$ cat src/logic/rrs_pkg.sv
// package: register map, field layout, states and bus carriers of the radio rx status bank
package rrs_pkg;

  // register byte offsets
  localparam logic [11:0] OFS_CRC_RESULT    = 12'h400;
  localparam logic [11:0] OFS_RX_ADDR_MATCH = 12'h408;
  localparam logic [11:0] OFS_RX_CHECKSUM   = 12'h40c;
  localparam logic [11:0] OFS_DEV_MATCH_IDX = 12'h410;
  localparam logic [11:0] OFS_PAYLOAD_STAT  = 12'h414;
  localparam logic [11:0] OFS_TONE_EXT_INFO = 12'h44c;
  localparam logic [11:0] OFS_DF_STATUS     = 12'h458;
  localparam logic [11:0] OFS_PACKET_PTR    = 12'h504;
  localparam logic [11:0] OFS_IRQ_STATUS    = 12'h600;
  localparam logic [11:0] OFS_IRQ_MASK      = 12'h604;

  // field widths and positions
  localparam int MATCH_W      = 3;
  localparam int CHECKSUM_W   = 24;
  localparam int TE_TIME_W    = 5;
  localparam int TE_TIME_POS  = 0;
  localparam int TE_RSV_POS   = 5;
  localparam int TE_TYPE_W    = 2;
  localparam int TE_TYPE_POS  = 6;
  localparam int SW_STATE_W   = 3;
  localparam int SW_STATE_POS = 0;
  localparam int SAMPLE_POS   = 4;
  localparam int IRQ_W        = 3;
  localparam int IRQ_RX_DONE  = 0;
  localparam int IRQ_CRC_FAIL = 1;
  localparam int IRQ_TONE_EXT = 2;

  localparam logic [31:0] RESET_WORD = 32'h0000_0000;
  localparam logic [31:0] UNMAPPED_READ = 32'h0000_0000;

  // checksum result encoding
  localparam logic CHECKSUM_FAILED = 1'b0;
  localparam logic CHECKSUM_PASSED = 1'b1;

  // antenna switching state codes
  localparam logic [SW_STATE_W-1:0] SW_IDLE      = 3'h0;
  localparam logic [SW_STATE_W-1:0] SW_OFFSET    = 3'h1;
  localparam logic [SW_STATE_W-1:0] SW_GUARD     = 3'h2;
  localparam logic [SW_STATE_W-1:0] SW_REFERENCE = 3'h3;
  localparam logic [SW_STATE_W-1:0] SW_SWITCHING = 3'h4;
  localparam logic [SW_STATE_W-1:0] SW_ENDING    = 3'h5;

  // sampler state codes
  localparam logic SAMPLER_IDLE     = 1'b0;
  localparam logic SAMPLER_SAMPLING = 1'b1;

  typedef enum logic [1:0] {
    BUS_IDLE,
    BUS_ACK,
    BUS_DROP
  } rrs_bus_state_t;

  // result of one finished reception, strobed by the radio datapath
  typedef struct packed {
    logic                  checksum_ok;
    logic [MATCH_W-1:0]    match_addr;
    logic [CHECKSUM_W-1:0] checksum;
    logic                  tone_ext_present;
    logic [7:0]            tone_ext_raw;
  } rrs_rx_result_t;

  // live direction-finding machine states
  typedef struct packed {
    logic [SW_STATE_W-1:0] antenna_switch_state;
    logic                  sampler_state;
  } rrs_df_state_t;

endpackage : rrs_pkg

$ cat src/logic/rrs_regs.sv
// radio receive status and packet pointer register bank
//
// Design decision made here: the Wishbone register port.
`timescale 1ns/1ps

// Behaviour
// (RULE1) after each reception, one read-only bit: 0 checksum failed, 1 passed
// (RULE2) hold the logical address index matched by the latest received packet
// (RULE3) capture the latest packet checksum field, held until the next reception
// (RULE4) parse tone-extension info into separate time, reserved and type fields
// (RULE5) show antenna switching state: idle 0 to ending 5
// (RULE6) show sampler state as one bit: 0 idle, 1 sampling
// (RULE7) datapath fetches or stores packets at the byte address in packet pointer
module rrs_regs
  import rrs_pkg::*;
#(
  parameter logic [31:0] DEV_MATCH_IDX_VAL = 32'h0000_0000,
  parameter logic [31:0] PAYLOAD_STAT_VAL  = 32'h0000_0000
) (
  // clock and reset
  input  wire logic           clk_i,
  input  wire logic           rst_i,
  // wishbone slave
  input  wire logic           cyc_i,
  input  wire logic           stb_i,
  input  wire logic           we_i,
  input  wire logic [11:0]    adr_i,
  input  wire logic [3:0]     sel_i,
  input  wire logic [31:0]    dat_i,
  output logic                ack_o,
  output logic [31:0]         dat_o,
  // radio datapath
  input  wire logic           rx_done_i,
  input  wire rrs_rx_result_t rx_result_i,
  input  wire rrs_df_state_t  df_state_i,
  output logic [31:0]         packet_ram_pointer_o,
  // interrupt
  output logic                irq_o
);

  typedef struct packed {
    logic                  checksum_result;
    logic [MATCH_W-1:0]    matched_logical_address;
    logic [CHECKSUM_W-1:0] received_checksum_field;
    logic [TE_TIME_W-1:0]  tone_ext_time;
    logic                  tone_ext_reserved;
    logic [TE_TYPE_W-1:0]  tone_ext_type;
    logic [31:0]           packet_ram_pointer;
    logic [IRQ_W-1:0]      irq_status;
    logic [IRQ_W-1:0]      irq_mask;
  } rrs_reg_state_t;

  rrs_reg_state_t r;
  rrs_reg_state_t next_r;

  logic             rd_pulse;
  logic             wr_pulse;
  logic [11:0]      acc_adr;
  logic [31:0]      rd_data;
  logic [31:0]      wr_merged;
  logic [IRQ_W-1:0] irq_events;

  // reception result split into its fields; tone fields parsed from the raw byte
  logic                  rx_checksum_ok;
  logic [MATCH_W-1:0]    rx_match_addr;
  logic [CHECKSUM_W-1:0] rx_checksum;
  logic                  rx_te_present;
  logic [TE_TIME_W-1:0]  rx_te_time;
  logic                  rx_te_reserved;
  logic [TE_TYPE_W-1:0]  rx_te_type;

  // one-hot decode of the bus address
  logic             hit_checksum_result;
  logic             hit_rx_address_match;
  logic             hit_rx_checksum_value;
  logic             hit_device_match_index;
  logic             hit_payload_status;
  logic             hit_tone_extension_info;
  logic             hit_direction_finding_status;
  logic             hit_packet_ram_pointer;
  logic             hit_irq_status;
  logic             hit_irq_mask;

  // write strobes, and the status read that clears
  logic             wr_packet_ram_pointer;
  logic             wr_irq_mask;
  logic             rd_irq_status;

  // read word of every register
  logic [31:0]      checksum_result_word;
  logic [31:0]      rx_address_match_word;
  logic [31:0]      rx_checksum_value_word;
  logic [31:0]      device_match_index_word;
  logic [31:0]      payload_status_word;
  logic [31:0]      tone_extension_info_word;
  logic [31:0]      direction_finding_status_word;
  logic [31:0]      packet_ram_pointer_word;
  logic [31:0]      irq_status_word;
  logic [31:0]      irq_mask_word;

  // interrupt sources both pending and enabled
  logic [IRQ_W-1:0] irq_pending;

  rrs_wb_slave u_rrs_wb_slave (
    .clk_i      (clk_i),
    .rst_i      (rst_i),
    .cyc_i      (cyc_i),
    .stb_i      (stb_i),
    .we_i       (we_i),
    .adr_i      (adr_i),
    .ack_o      (ack_o),
    .dat_o      (dat_o),
    .rd_pulse_o (rd_pulse),
    .wr_pulse_o (wr_pulse),
    .acc_adr_o  (acc_adr),
    .rd_data_i  (rd_data)
  );

  // byte lanes merge onto the current pointer value
  always_comb begin
    for (int b = 0; b < 4; b++) begin
      wr_merged[b*8 +: 8] = sel_i[b] ? dat_i[b*8 +: 8] : r.packet_ram_pointer[b*8 +: 8];
    end
  end

  // field split of the reception result
  always_comb begin
    rx_checksum_ok = rx_result_i.checksum_ok;
    rx_match_addr  = rx_result_i.match_addr;
    rx_checksum    = rx_result_i.checksum;
    rx_te_present  = rx_result_i.tone_ext_present;
    rx_te_time     = rx_result_i.tone_ext_raw[TE_TIME_POS +: TE_TIME_W]; // see (RULE4)
    rx_te_reserved = rx_result_i.tone_ext_raw[TE_RSV_POS]; // see (RULE4)
    rx_te_type     = rx_result_i.tone_ext_raw[TE_TYPE_POS +: TE_TYPE_W]; // see (RULE4)
  end

  // full offsets are compared, so aliases of a register read as unmapped
  always_comb begin
    hit_checksum_result          = (acc_adr == OFS_CRC_RESULT);
    hit_rx_address_match         = (acc_adr == OFS_RX_ADDR_MATCH);
    hit_rx_checksum_value        = (acc_adr == OFS_RX_CHECKSUM);
    hit_device_match_index       = (acc_adr == OFS_DEV_MATCH_IDX);
    hit_payload_status           = (acc_adr == OFS_PAYLOAD_STAT);
    hit_tone_extension_info      = (acc_adr == OFS_TONE_EXT_INFO);
    hit_direction_finding_status = (acc_adr == OFS_DF_STATUS);
    hit_packet_ram_pointer       = (acc_adr == OFS_PACKET_PTR);
    hit_irq_status               = (acc_adr == OFS_IRQ_STATUS);
    hit_irq_mask                 = (acc_adr == OFS_IRQ_MASK);
  end

  // writes to read-only offsets are acked and change nothing
  always_comb begin
    wr_packet_ram_pointer = wr_pulse && hit_packet_ram_pointer;
    wr_irq_mask           = wr_pulse && hit_irq_mask && sel_i[0];
    rd_irq_status         = rd_pulse && hit_irq_status;
  end

  always_comb begin
    irq_events               = '0;
    irq_events[IRQ_RX_DONE]  = rx_done_i;
    irq_events[IRQ_CRC_FAIL] = rx_done_i && (rx_result_i.checksum_ok == CHECKSUM_FAILED);
    irq_events[IRQ_TONE_EXT] = rx_done_i && rx_result_i.tone_ext_present;
  end

  // read words; bits without a field read as zero
  always_comb begin
    checksum_result_word    = RESET_WORD;
    checksum_result_word[0] = r.checksum_result; // see (RULE1)
  end

  always_comb begin
    rx_address_match_word              = RESET_WORD;
    rx_address_match_word[MATCH_W-1:0] = r.matched_logical_address; // see (RULE2)
  end

  always_comb begin
    rx_checksum_value_word                 = RESET_WORD;
    rx_checksum_value_word[CHECKSUM_W-1:0] = r.received_checksum_field; // see (RULE3)
  end

  // index and payload layouts are not modelled, so they read a fixed word
  assign device_match_index_word = DEV_MATCH_IDX_VAL;
  assign payload_status_word     = PAYLOAD_STAT_VAL;

  always_comb begin
    tone_extension_info_word                           = RESET_WORD;
    tone_extension_info_word[TE_TIME_POS +: TE_TIME_W] = r.tone_ext_time; // see (RULE4)
    tone_extension_info_word[TE_RSV_POS]               = r.tone_ext_reserved; // see (RULE4)
    tone_extension_info_word[TE_TYPE_POS +: TE_TYPE_W] = r.tone_ext_type; // see (RULE4)
  end

  // live machine states, not registered here: the bus slave takes them at the request edge
  always_comb begin
    direction_finding_status_word                             = RESET_WORD;
    direction_finding_status_word[SW_STATE_POS +: SW_STATE_W] = df_state_i.antenna_switch_state; // see (RULE5)
    direction_finding_status_word[SAMPLE_POS]                 = df_state_i.sampler_state; // see (RULE6)
  end

  assign packet_ram_pointer_word = r.packet_ram_pointer;

  always_comb begin
    irq_status_word            = RESET_WORD;
    irq_status_word[IRQ_W-1:0] = r.irq_status;
  end

  always_comb begin
    irq_mask_word            = RESET_WORD;
    irq_mask_word[IRQ_W-1:0] = r.irq_mask;
  end

  // read mux over the one-hot decode; no hit reads as unmapped
  always_comb begin
    rd_data = UNMAPPED_READ;
    if (hit_checksum_result) begin
      rd_data = checksum_result_word;
    end else if (hit_rx_address_match) begin
      rd_data = rx_address_match_word;
    end else if (hit_rx_checksum_value) begin
      rd_data = rx_checksum_value_word;
    end else if (hit_device_match_index) begin
      rd_data = device_match_index_word;
    end else if (hit_payload_status) begin
      rd_data = payload_status_word;
    end else if (hit_tone_extension_info) begin
      rd_data = tone_extension_info_word;
    end else if (hit_direction_finding_status) begin
      rd_data = direction_finding_status_word;
    end else if (hit_packet_ram_pointer) begin
      rd_data = packet_ram_pointer_word;
    end else if (hit_irq_status) begin
      rd_data = irq_status_word;
    end else if (hit_irq_mask) begin
      rd_data = irq_mask_word;
    end
  end

  always_comb begin
    next_r = r;
    if (rx_done_i) begin
      next_r.checksum_result         = rx_checksum_ok; // see (RULE1)
      next_r.matched_logical_address = rx_match_addr; // see (RULE2)
      next_r.received_checksum_field = rx_checksum; // see (RULE3)
      // a packet without tone extension clears the old fields rather than keeping stale ones
      next_r.tone_ext_time           = rx_te_present ? rx_te_time : '0; // see (RULE4)
      next_r.tone_ext_reserved       = rx_te_present ? rx_te_reserved : 1'b0; // see (RULE4)
      next_r.tone_ext_type           = rx_te_present ? rx_te_type : '0; // see (RULE4)
    end
    if (wr_packet_ram_pointer) begin
      next_r.packet_ram_pointer = wr_merged; // see (RULE7)
    end
    if (wr_irq_mask) begin
      next_r.irq_mask = dat_i[IRQ_W-1:0];
    end
    // read clears status; an event in the same cycle survives
    for (int i = 0; i < IRQ_W; i++) begin
      if (irq_events[i]) begin
        next_r.irq_status[i] = 1'b1;
      end else if (rd_irq_status) begin
        next_r.irq_status[i] = 1'b0;
      end
    end
  end

  always_ff @(posedge clk_i) begin
    if (rst_i) begin
      r <= '0;
    end else begin
      r <= next_r;
    end
  end

  // datapath reads the pointer directly for fetch on transmit and store on receive
  assign packet_ram_pointer_o = r.packet_ram_pointer; // see (RULE7)
  assign irq_pending          = r.irq_status & r.irq_mask;
  assign irq_o                = |irq_pending;

endmodule : rrs_regs

$ cat src/logic/rrs_wb_slave.sv
// classic wishbone slave front end: one ack per request, at most one every three cycles, read data registered
`timescale 1ns/1ps
module rrs_wb_slave
  import rrs_pkg::*;
(
  // clock and reset
  input  wire logic        clk_i,
  input  wire logic        rst_i,
  // wishbone
  input  wire logic        cyc_i,
  input  wire logic        stb_i,
  input  wire logic        we_i,
  input  wire logic [11:0] adr_i,
  output logic             ack_o,
  output logic [31:0]      dat_o,
  // register access
  output logic             rd_pulse_o,
  output logic             wr_pulse_o,
  output logic [11:0]      acc_adr_o,
  input  wire logic [31:0] rd_data_i
);

  typedef struct packed {
    rrs_bus_state_t st;
    logic [31:0]    dat;
  } rrs_wb_state_t;

  rrs_wb_state_t s;
  rrs_wb_state_t next_s;

  logic take;

  // a request is taken from idle only; ack falls the cycle after it rose even if stb stays, and a stb still held is taken again after drop
  assign take       = (s.st == BUS_IDLE) && cyc_i && stb_i;
  assign rd_pulse_o = take && !we_i;
  assign wr_pulse_o = take && we_i;
  assign acc_adr_o  = adr_i;
  assign ack_o      = (s.st == BUS_ACK);
  assign dat_o      = s.dat;

  always_comb begin
    next_s = s;
    case (s.st)
      BUS_IDLE: begin
        if (take) begin
          next_s.st  = BUS_ACK;
          next_s.dat = we_i ? RESET_WORD : rd_data_i;
        end
      end
      BUS_ACK: begin
        next_s.st = BUS_DROP;
      end
      BUS_DROP: begin
        next_s.st = BUS_IDLE;
      end
      default: begin
        next_s.st = BUS_IDLE;
      end
    endcase
  end

  always_ff @(posedge clk_i) begin
    if (rst_i) begin
      s <= '{st: BUS_IDLE, dat: RESET_WORD};
    end else begin
      s <= next_s;
    end
  end

endmodule : rrs_wb_slave

$ cat config.mk
export PLATFORM = sky130hd
export DESIGN_NAME = rrs_regs
export DESIGN_NICKNAME = d
export VERILOG_FILES = /design/src/logic/rrs_pkg.sv /design/src/logic/rrs_regs.sv /design/src/logic/rrs_wb_slave.sv
export SDC_FILE = /design/constraint.sdc
export NUM_CORES = 1
export LEC_CHECK = 0
export BUFFER_PORTS_ARGS = -buffer_cell sky130_fd_sc_hd__buf_2
export CAP_MARGIN = 30
export CORE_MARGIN = 1
export CORE_UTILIZATION = 52
export DETAILED_ROUTE_END_ITERATION = 16
export GPL_TIMING_DRIVEN = 0
export PLACE_DENSITY_LB_ADDON = 0.05
export RECOVER_POWER = 100
export REMOVE_ABC_BUFFERS = 1
export SLEW_MARGIN = 20
export SYNTH_ARGS = -nofsm -noshare
export SYNTH_HDL_FRONTEND = slang
export SYNTH_HIERARCHICAL = 1
export SYNTH_SLANG_ARGS = --single-unit
$ cat constraint.sdc
create_clock -name clk_i -period 2.62 [get_ports clk_i]
set_clock_uncertainty 0.2 [all_clocks]
set_input_delay 0.262 -clock clk_i [delete_from_list [all_inputs] [get_ports clk_i]]
set_output_delay 0.262 -clock clk_i [all_outputs]
set_load 0.03 [all_outputs]
==> results of run 1 <==
cells by family (layout without fill, tap and decap cells):
kind of cell | Yosys count | in the layout | share of synthesized area, %
buf+inv | 120 | 256 | 14.8
compound gates | 57 | 57 | 7.18
flops | 108 | 108 | 38.5
simple gates | 211 | 211 | 22.5
mux | 95 | 95 | 16.9
flip-flops by register name, summed over array words and instances (netlist names):
signal	flops
packet_ram_pointer_o	32
u_rrs_wb_slave/dat_o	32
irq_mask_word	3
r	35
checksum_result_word	1
irq_status_word	3
u_rrs_wb_slave/s	2
synthesized netlist by cell type (all sizes together) (2+ instances only):
cell type and count:
a22oi 6, o211ai 3, nor3 4, and4 3, inv 8, nor4b 3, nand3 6, dfxtp 108
nor2b 16, buf 91, a22o 17, dlygate4sd1 3, or3b 32, nand4 5, nand2b 32, dlymetal6s2s 2
a21oi 19, nor2 74, and2 12, o21ai 3, nor4 4, nand2 12, clkbuf 16, mux2i 95
what timing repair did:
action,CTS,global route
setup endpoints to repair,8,2
gates resized for setup,1,2
hold buffers,68,0
pin swaps,0,0
cloned,0,0
endpoints found under the hold margin,71,0
power breakdown:
group	total, mW	leakage, nW	internal, mW	switching, mW
Sequential	1.69	0.877	1.68	0.0180
Clock	1.07	0.106	0.486	0.587
Combinational	0.346	1.81	0.188	0.158
critical path, cell delays in order, from the launching register on:
cell and delay, ps:
dfxtp_1 330, and4bb_4 410, buf_12 260, and2_2 320, and3_2 400, mux2i_1 240, nor2_1 50
per-layer routing:
metal	share of wire [%]	vias to the layer above	GRT usage (%)	routed length [um]
met3	4.7	8	3.28	615
met4	0.81	0	5.36	107
met5	0	-	0	0
met1	46	2088	29.8	6010
li1	-	2215	-	-
met2	49	126	41.5	6450
path summary, 6_finish.rpt:
kind	startpoint	to	slack (ps)	cells after the start
min	df_state_i[0]	u_rrs_wb_slave/dat_o[4]$_SDFFE_PP0P_	180	5
max	u_rrs_wb_slave/s[32]$_SDFFE_PP0P_	packet_ram_pointer_o[3]$_SDFFE_PP0P_	230	6
max reg2reg	u_rrs_wb_slave/s[32]$_SDFFE_PP0P_	packet_ram_pointer_o[3]$_SDFFE_PP0P_	230	6
min reg2reg	u_rrs_wb_slave/dat_o[0]$_SDFFE_PP0P_	u_rrs_wb_slave/dat_o[0]$_SDFFE_PP0P_	280	2
area by class of cell:
class	count	share of cell area (%)
Multi-Input combinational cell	363	39.4
Clock inverter	5	1.01
Timing Repair Buffer	232	22.1
Inverter	8	0.450
Clock buffer	11	2.12
Sequential cell	108	32.4
Tap cell	136	2.55
layout by cell type (no fill, tap or decap), drive strengths merged, types with 11 or more instances in the layout:
master,netlist,final
dfxtp,108,108
a21oi,19,19
or3b,32,32
nand2,12,12
clkbuf,16,81
nor2b,16,16
nand2b,32,32
inv,8,11
buf,91,94
and2,12,12
mux2i,95,95
a22o,17,17
dlygate4sd3,0,68
nor2,74,74
==> flow_metrics.py, run 1 <==
metrics = {
    "clock_network": {
        "cts.sinks": 108,
        "cts_buffers": 9,
        "cts-root-buf": "clkbuf_8",
        "max-clock-path-buffers": 2,
        "clk_pin_slew_ps": 110,
        "cts_tree": "yes",
        "post_cts_buffers": 0,
        "worstSkewPairLatency_ps": 360,
        "htree_levels": 3,
    },
    "hold_path": {
        "holdCritPathClass": "in -> reg",
    },
    "floorplan": {
        "start_util_pct": 54.1,
        "io_pins": 161,
        "num_rows": 37,
        "die-area_um2": 11200,
        "die_w_um": 106,
        "core_um2": 10400,
        "die_h_um": 106,
    },
    "yosys": {
        "synth_edf_count": 0,
        "ys_types": 49,
        "syn_inst": 591,
        "async_reset_ff_share_pct": 0,
        "synth_top_area_cell": "dfxtp_1",
        "ys.flop_type": "dfxtp_1",
        "syn_area_um2": 5610,
        "synth_area_leaders": "dfxtp_1 39%, mux2i_1 17%, buf_4 11%",
        "ys_seq_area_share_pct": 38.5,
        "syn_avg_cell_area_um2": 9.49,
        "synth-seq-cells": 108,
        "synth_top_area_share_pct": 38.5,
        "ys_warn_count": 6,
    },
    "routing": {
        "route.detailed.drc": 0,
        "ant_nets": 0,
        "drt_wl_total_mm": 13.2,
        "post_drt_wl_per_cell_um": 15.3,
        "drtIter0Drc": 224,
        "dr_total_vias": 4437,
        "via_per_inst": 5.14,
        "dr.pass1.iters": 4,
    },
    "grt": {
        "grt_pass1_wl_mm": 20.9,
        "antenna_found_initial": 0,
        "overflow": 0,
        "grt_util_all_layers_pct": 23.4,
        "grt_max_degree": 75,
        "grt_pass1_vias": 4290,
    },
    "sta": {
        "fmax_mhz": 419,
        "min_period_ps": 2390,
        "slew_headroom_pct": 1.90,
        "min_period_over_period_pct": 91.1,
        "setup_viol": 0,
        "setup_tns_ps": 0,
        "setup_ws_ps": 234,
        "holdWs_ps": 178,
        "finalMaxSlewViolations": 0,
        "worstMarginPinSlew_ps": 1470,
        "hold_viol_final": 0,
        "rsz0062_at_grt": "no",
    },
    "finish": {
        "nFillCells": 924,
        "drive_gt1_share_pct": 17.1,
        "final_area_um2": 6670,
        "regArea_um2": 2160,
        "nets": 817,
        "final_util_pct": 64.3,
        "area_delta_synth_final_pct": 18.9,
        "multi_input_area_um2": 2630,
        "antennaDiodeCount": 0,
        "final_cell_count_no_fill": 863,
    },
    "critical_path": {
        "required_ps": 2640,
        "arrival_ps": 2400,
        "criticalPathCategory": "reg -> reg",
        "endpoint_kind": "register",
        "crit_fanout": 31,
        "start_kind": "register",
    },
    "placement": {
        "dp_cells": 779,
        "post-dp-hpwl_mm": 8.35,
        "port_buffers": 160,
        "gp_congestion": 0.862,
        "dpl-instance-area_um2": 5890,
        "detailedPlace.worstSlack_ps": -271,
    },
    "power": {
        "peakVddDrop_mv": 0.348,
        "p_leak_nw": 2.80,
        "power_mw": 3.11,
        "power_density_nw_per_um2": 467,
    },
    "flow_run": {
        "drv_cap": 0,
    },
    "outcome": {
        "status": "complete, no violations",
    },
}
Note: power is estimated with default switching activity, not from simulation.
==> inputs of run 2 (changes only) <==
- clock period: 2.62 -> 2.7 ns (I/O delays scaled with it)
==> run 2 against run 1 <==
Net effect:
- global-route usage is the same
- via count grew 0.20%
- combinational power shrank 3%
- sequential power shrank 3%
- setup slack lost 70 ps
- worst hold slack gained 14 ps
- largest cell class unchanged
- wire length is essentially flat
- flip-flop and latch count is the same
- die area is the same
- utilization shrank 0.18 points
- register-to-register slack lost 60 ps
==> flow_metrics.py, run 2 (synthesized netlist as in run 1, its figures left out) <==
metrics = {
    "outcome": {
        "status": "complete, no violations",
    },
    "sta": {
        "worstMarginPinSlew_ps": 1480,
        "fmax_mhz": 394,
        "slew_headroom_pct": 1.45,
        "holdWs_ps": 192,
        "hold_viol_final": 0,
        "min_period_over_period_pct": 93.9,
        "min_period_ps": 2540,
        "rsz0062_at_grt": "no",
        "finalMaxSlewViolations": 0,
        "setup_viol": 0,
    },
    "grt": {
        "overflow": 0,
        "grt_max_degree": 75,
        "antenna_found_initial": 0,
        "grt_pass1_vias": 4290,
        "grt_pass1_wl_mm": 20.9,
        "grt_util_all_layers_pct": 23.4,
    },
    "hold_path": {
        "hold_end": "u_rrs_wb_slave/dat_o[4]$_SDFFE_PP0P_",
        "hold_path_depth": 5,
        "holdCritPathClass": "in -> reg",
        "hp-start": "df_state_i[0]",
    },
    "floorplan": {
        "die_w_um": 106,
        "num_rows": 37,
        "die-area_um2": 11200,
        "start_util_pct": 54.1,
        "io_pins": 161,
        "die_h_um": 106,
        "core_um2": 10400,
    },
    "critical_path": {
        "r2r-start": "u_rrs_wb_slave/s[32]$_SDFFE_PP0P_",
        "r2r_slack_ps": 170,
        "r2r_end": "packet_ram_pointer_o[3]$_SDFFE_PP0P_",
        "crit_fanout": 21,
        "endpoint_kind": "register",
        "ff2ff_path_depth": 6,
        "start_kind": "input port",
        "arrival_ps": 2620,
        "slowest_delay_ps": 920,
        "required_ps": 2790,
        "criticalPathCategory": "in -> reg",
        "critical_path.slowest_cell": "and4_1",
        "crit_chain": "buf_2 > nor4_4 > and4_1 > a22o_1 > a21oi_1 > o21ai_0 > or3b_1 > mux2i_1",
    },
    "clock_network": {
        "cts.sinks": 108,
        "cts-root-buf": "clkbuf_8",
        "post_cts_buffers": 0,
        "cts_tree": "yes",
        "cts_buffers": 9,
        "worstSkewPairLatency_ps": 360,
        "clk_pin_slew_ps": 100,
        "max-clock-path-buffers": 2,
        "htree_levels": 3,
    },
    "routing": {
        "dr.pass1.iters": 4,
        "post_drt_wl_per_cell_um": 15.3,
        "ant_nets": 0,
        "route.layer.met1.wl_mm": 6.00,
        "drtIter0Drc": 213,
        "met2_length_mm": 6.45,
        "wl_met3_um": 618,
        "drt_wl_total_mm": 13.2,
        "route.detailed.drc": 0,
        "highest_layer": "met4",
        "dr_total_vias": 4446,
        "via_per_inst": 5.15,
    },
    "placement": {
        "port_buffers": 160,
        "gp_congestion": 0.862,
        "post-dp-hpwl_mm": 8.35,
        "dp_cells": 779,
    },
    "finish": {
        "top_register": "r",
        "final_cell_count_no_fill": 863,
        "nets": 817,
        "layout_commonest_cell": "dfxtp_1",
        "largest_register_ffs": 35,
        "area_delta_synth_final_pct": 18.5,
        "antennaDiodeCount": 0,
        "layout_common_cells": "108 x dfxtp_1, 95 x mux2i_1, 93 x buf_2, 74 x nor2_1",
        "drive_gt1_share_pct": 16.8,
    },
    "power": {
        "power_density_nw_per_um2": 454,
        "peakVddDrop_mv": 0.339,
        "p_leak_nw": 2.79,
    },
    "flow_run": {
        "drv_cap": 0,
    },
}
-- run 2: power breakdown --
group,switching [mW],internal [mW],total [mW]
clock network,0.570,0.471,1.04
registers,0.0175,1.63,1.64
logic,0.152,0.182,0.334
-- run 2: critical path: cells and delay by family --
family | cells | cell delay (ps)
compound gates | 3 | 380
buf+inv | 1 | 140
mux | 1 | 120
simple gates | 3 | 1690
-- run 2: stage by stage --
step	utilization [%]	power [mW]	setup TNS, ps	worst slack [ps]	cell area [um^2]
floorplan	-	1.78	-2830	-234	4810
global placement	55.7	1.93	-55670	-1300	5780
detailed placement	56.8	1.94	-3000	-199	5890
CTS	65.3	3.05	0	1.01	6780
global route	64.1	3.15	0	2.40	6650
finish	64.1	3.02	0	164	6650
-- run 2: timing repair --
item                                    4_1_cts  5_1_grt
hold buffers                                 68        0
endpoints found under the hold margin        71        0
endpoints found under the setup margin        0        8
resized for setup                             0        1
-- run 2: final cells by class --
cell class | count | area (um^2)
clock buffers | 11 | 141
clock inverters | 5 | 67.6
fillers | 926 | 3720
inverters | 8 | 30.0
multi-input cells | 363 | 2610
flip-flops and latches | 108 | 2160
well taps | 136 | 170
repair buffers | 232 | 1470
-- run 2: worst max-delay path by stage --
stage                                       from                                    to  slack [ps]  cells after the start
2_1_floorplan  u_rrs_wb_slave/s[32]$_SDFFE_PP0P_  packet_ram_pointer_o[1]$_SDFFE_PP0P_        -230                      5
6_report                                adr_i[4]  u_rrs_wb_slave/dat_o[4]$_SDFFE_PP0P_         160                      8
5_1_grt                                adr_i[11]  u_rrs_wb_slave/dat_o[4]$_SDFFE_PP0P_           2                      8
3_5_place_dp                            adr_i[4]  u_rrs_wb_slave/dat_o[4]$_SDFFE_PP0P_        -200                      8
3_3_place_gp   u_rrs_wb_slave/s[32]$_SDFFE_PP0P_  packet_ram_pointer_o[2]$_SDFFE_PP0P_       -1300                      5
4_1_cts        u_rrs_wb_slave/s[32]$_SDFFE_PP0P_  packet_ram_pointer_o[2]$_SDFFE_PP0P_           1                      6
-- run 2: layer usage --
metal	track usage, %	vias up
li1	-	2214
met2	41.5	125
met1	29.8	2097
met4	5.36	0
met3	3.28	10
met5	0	-
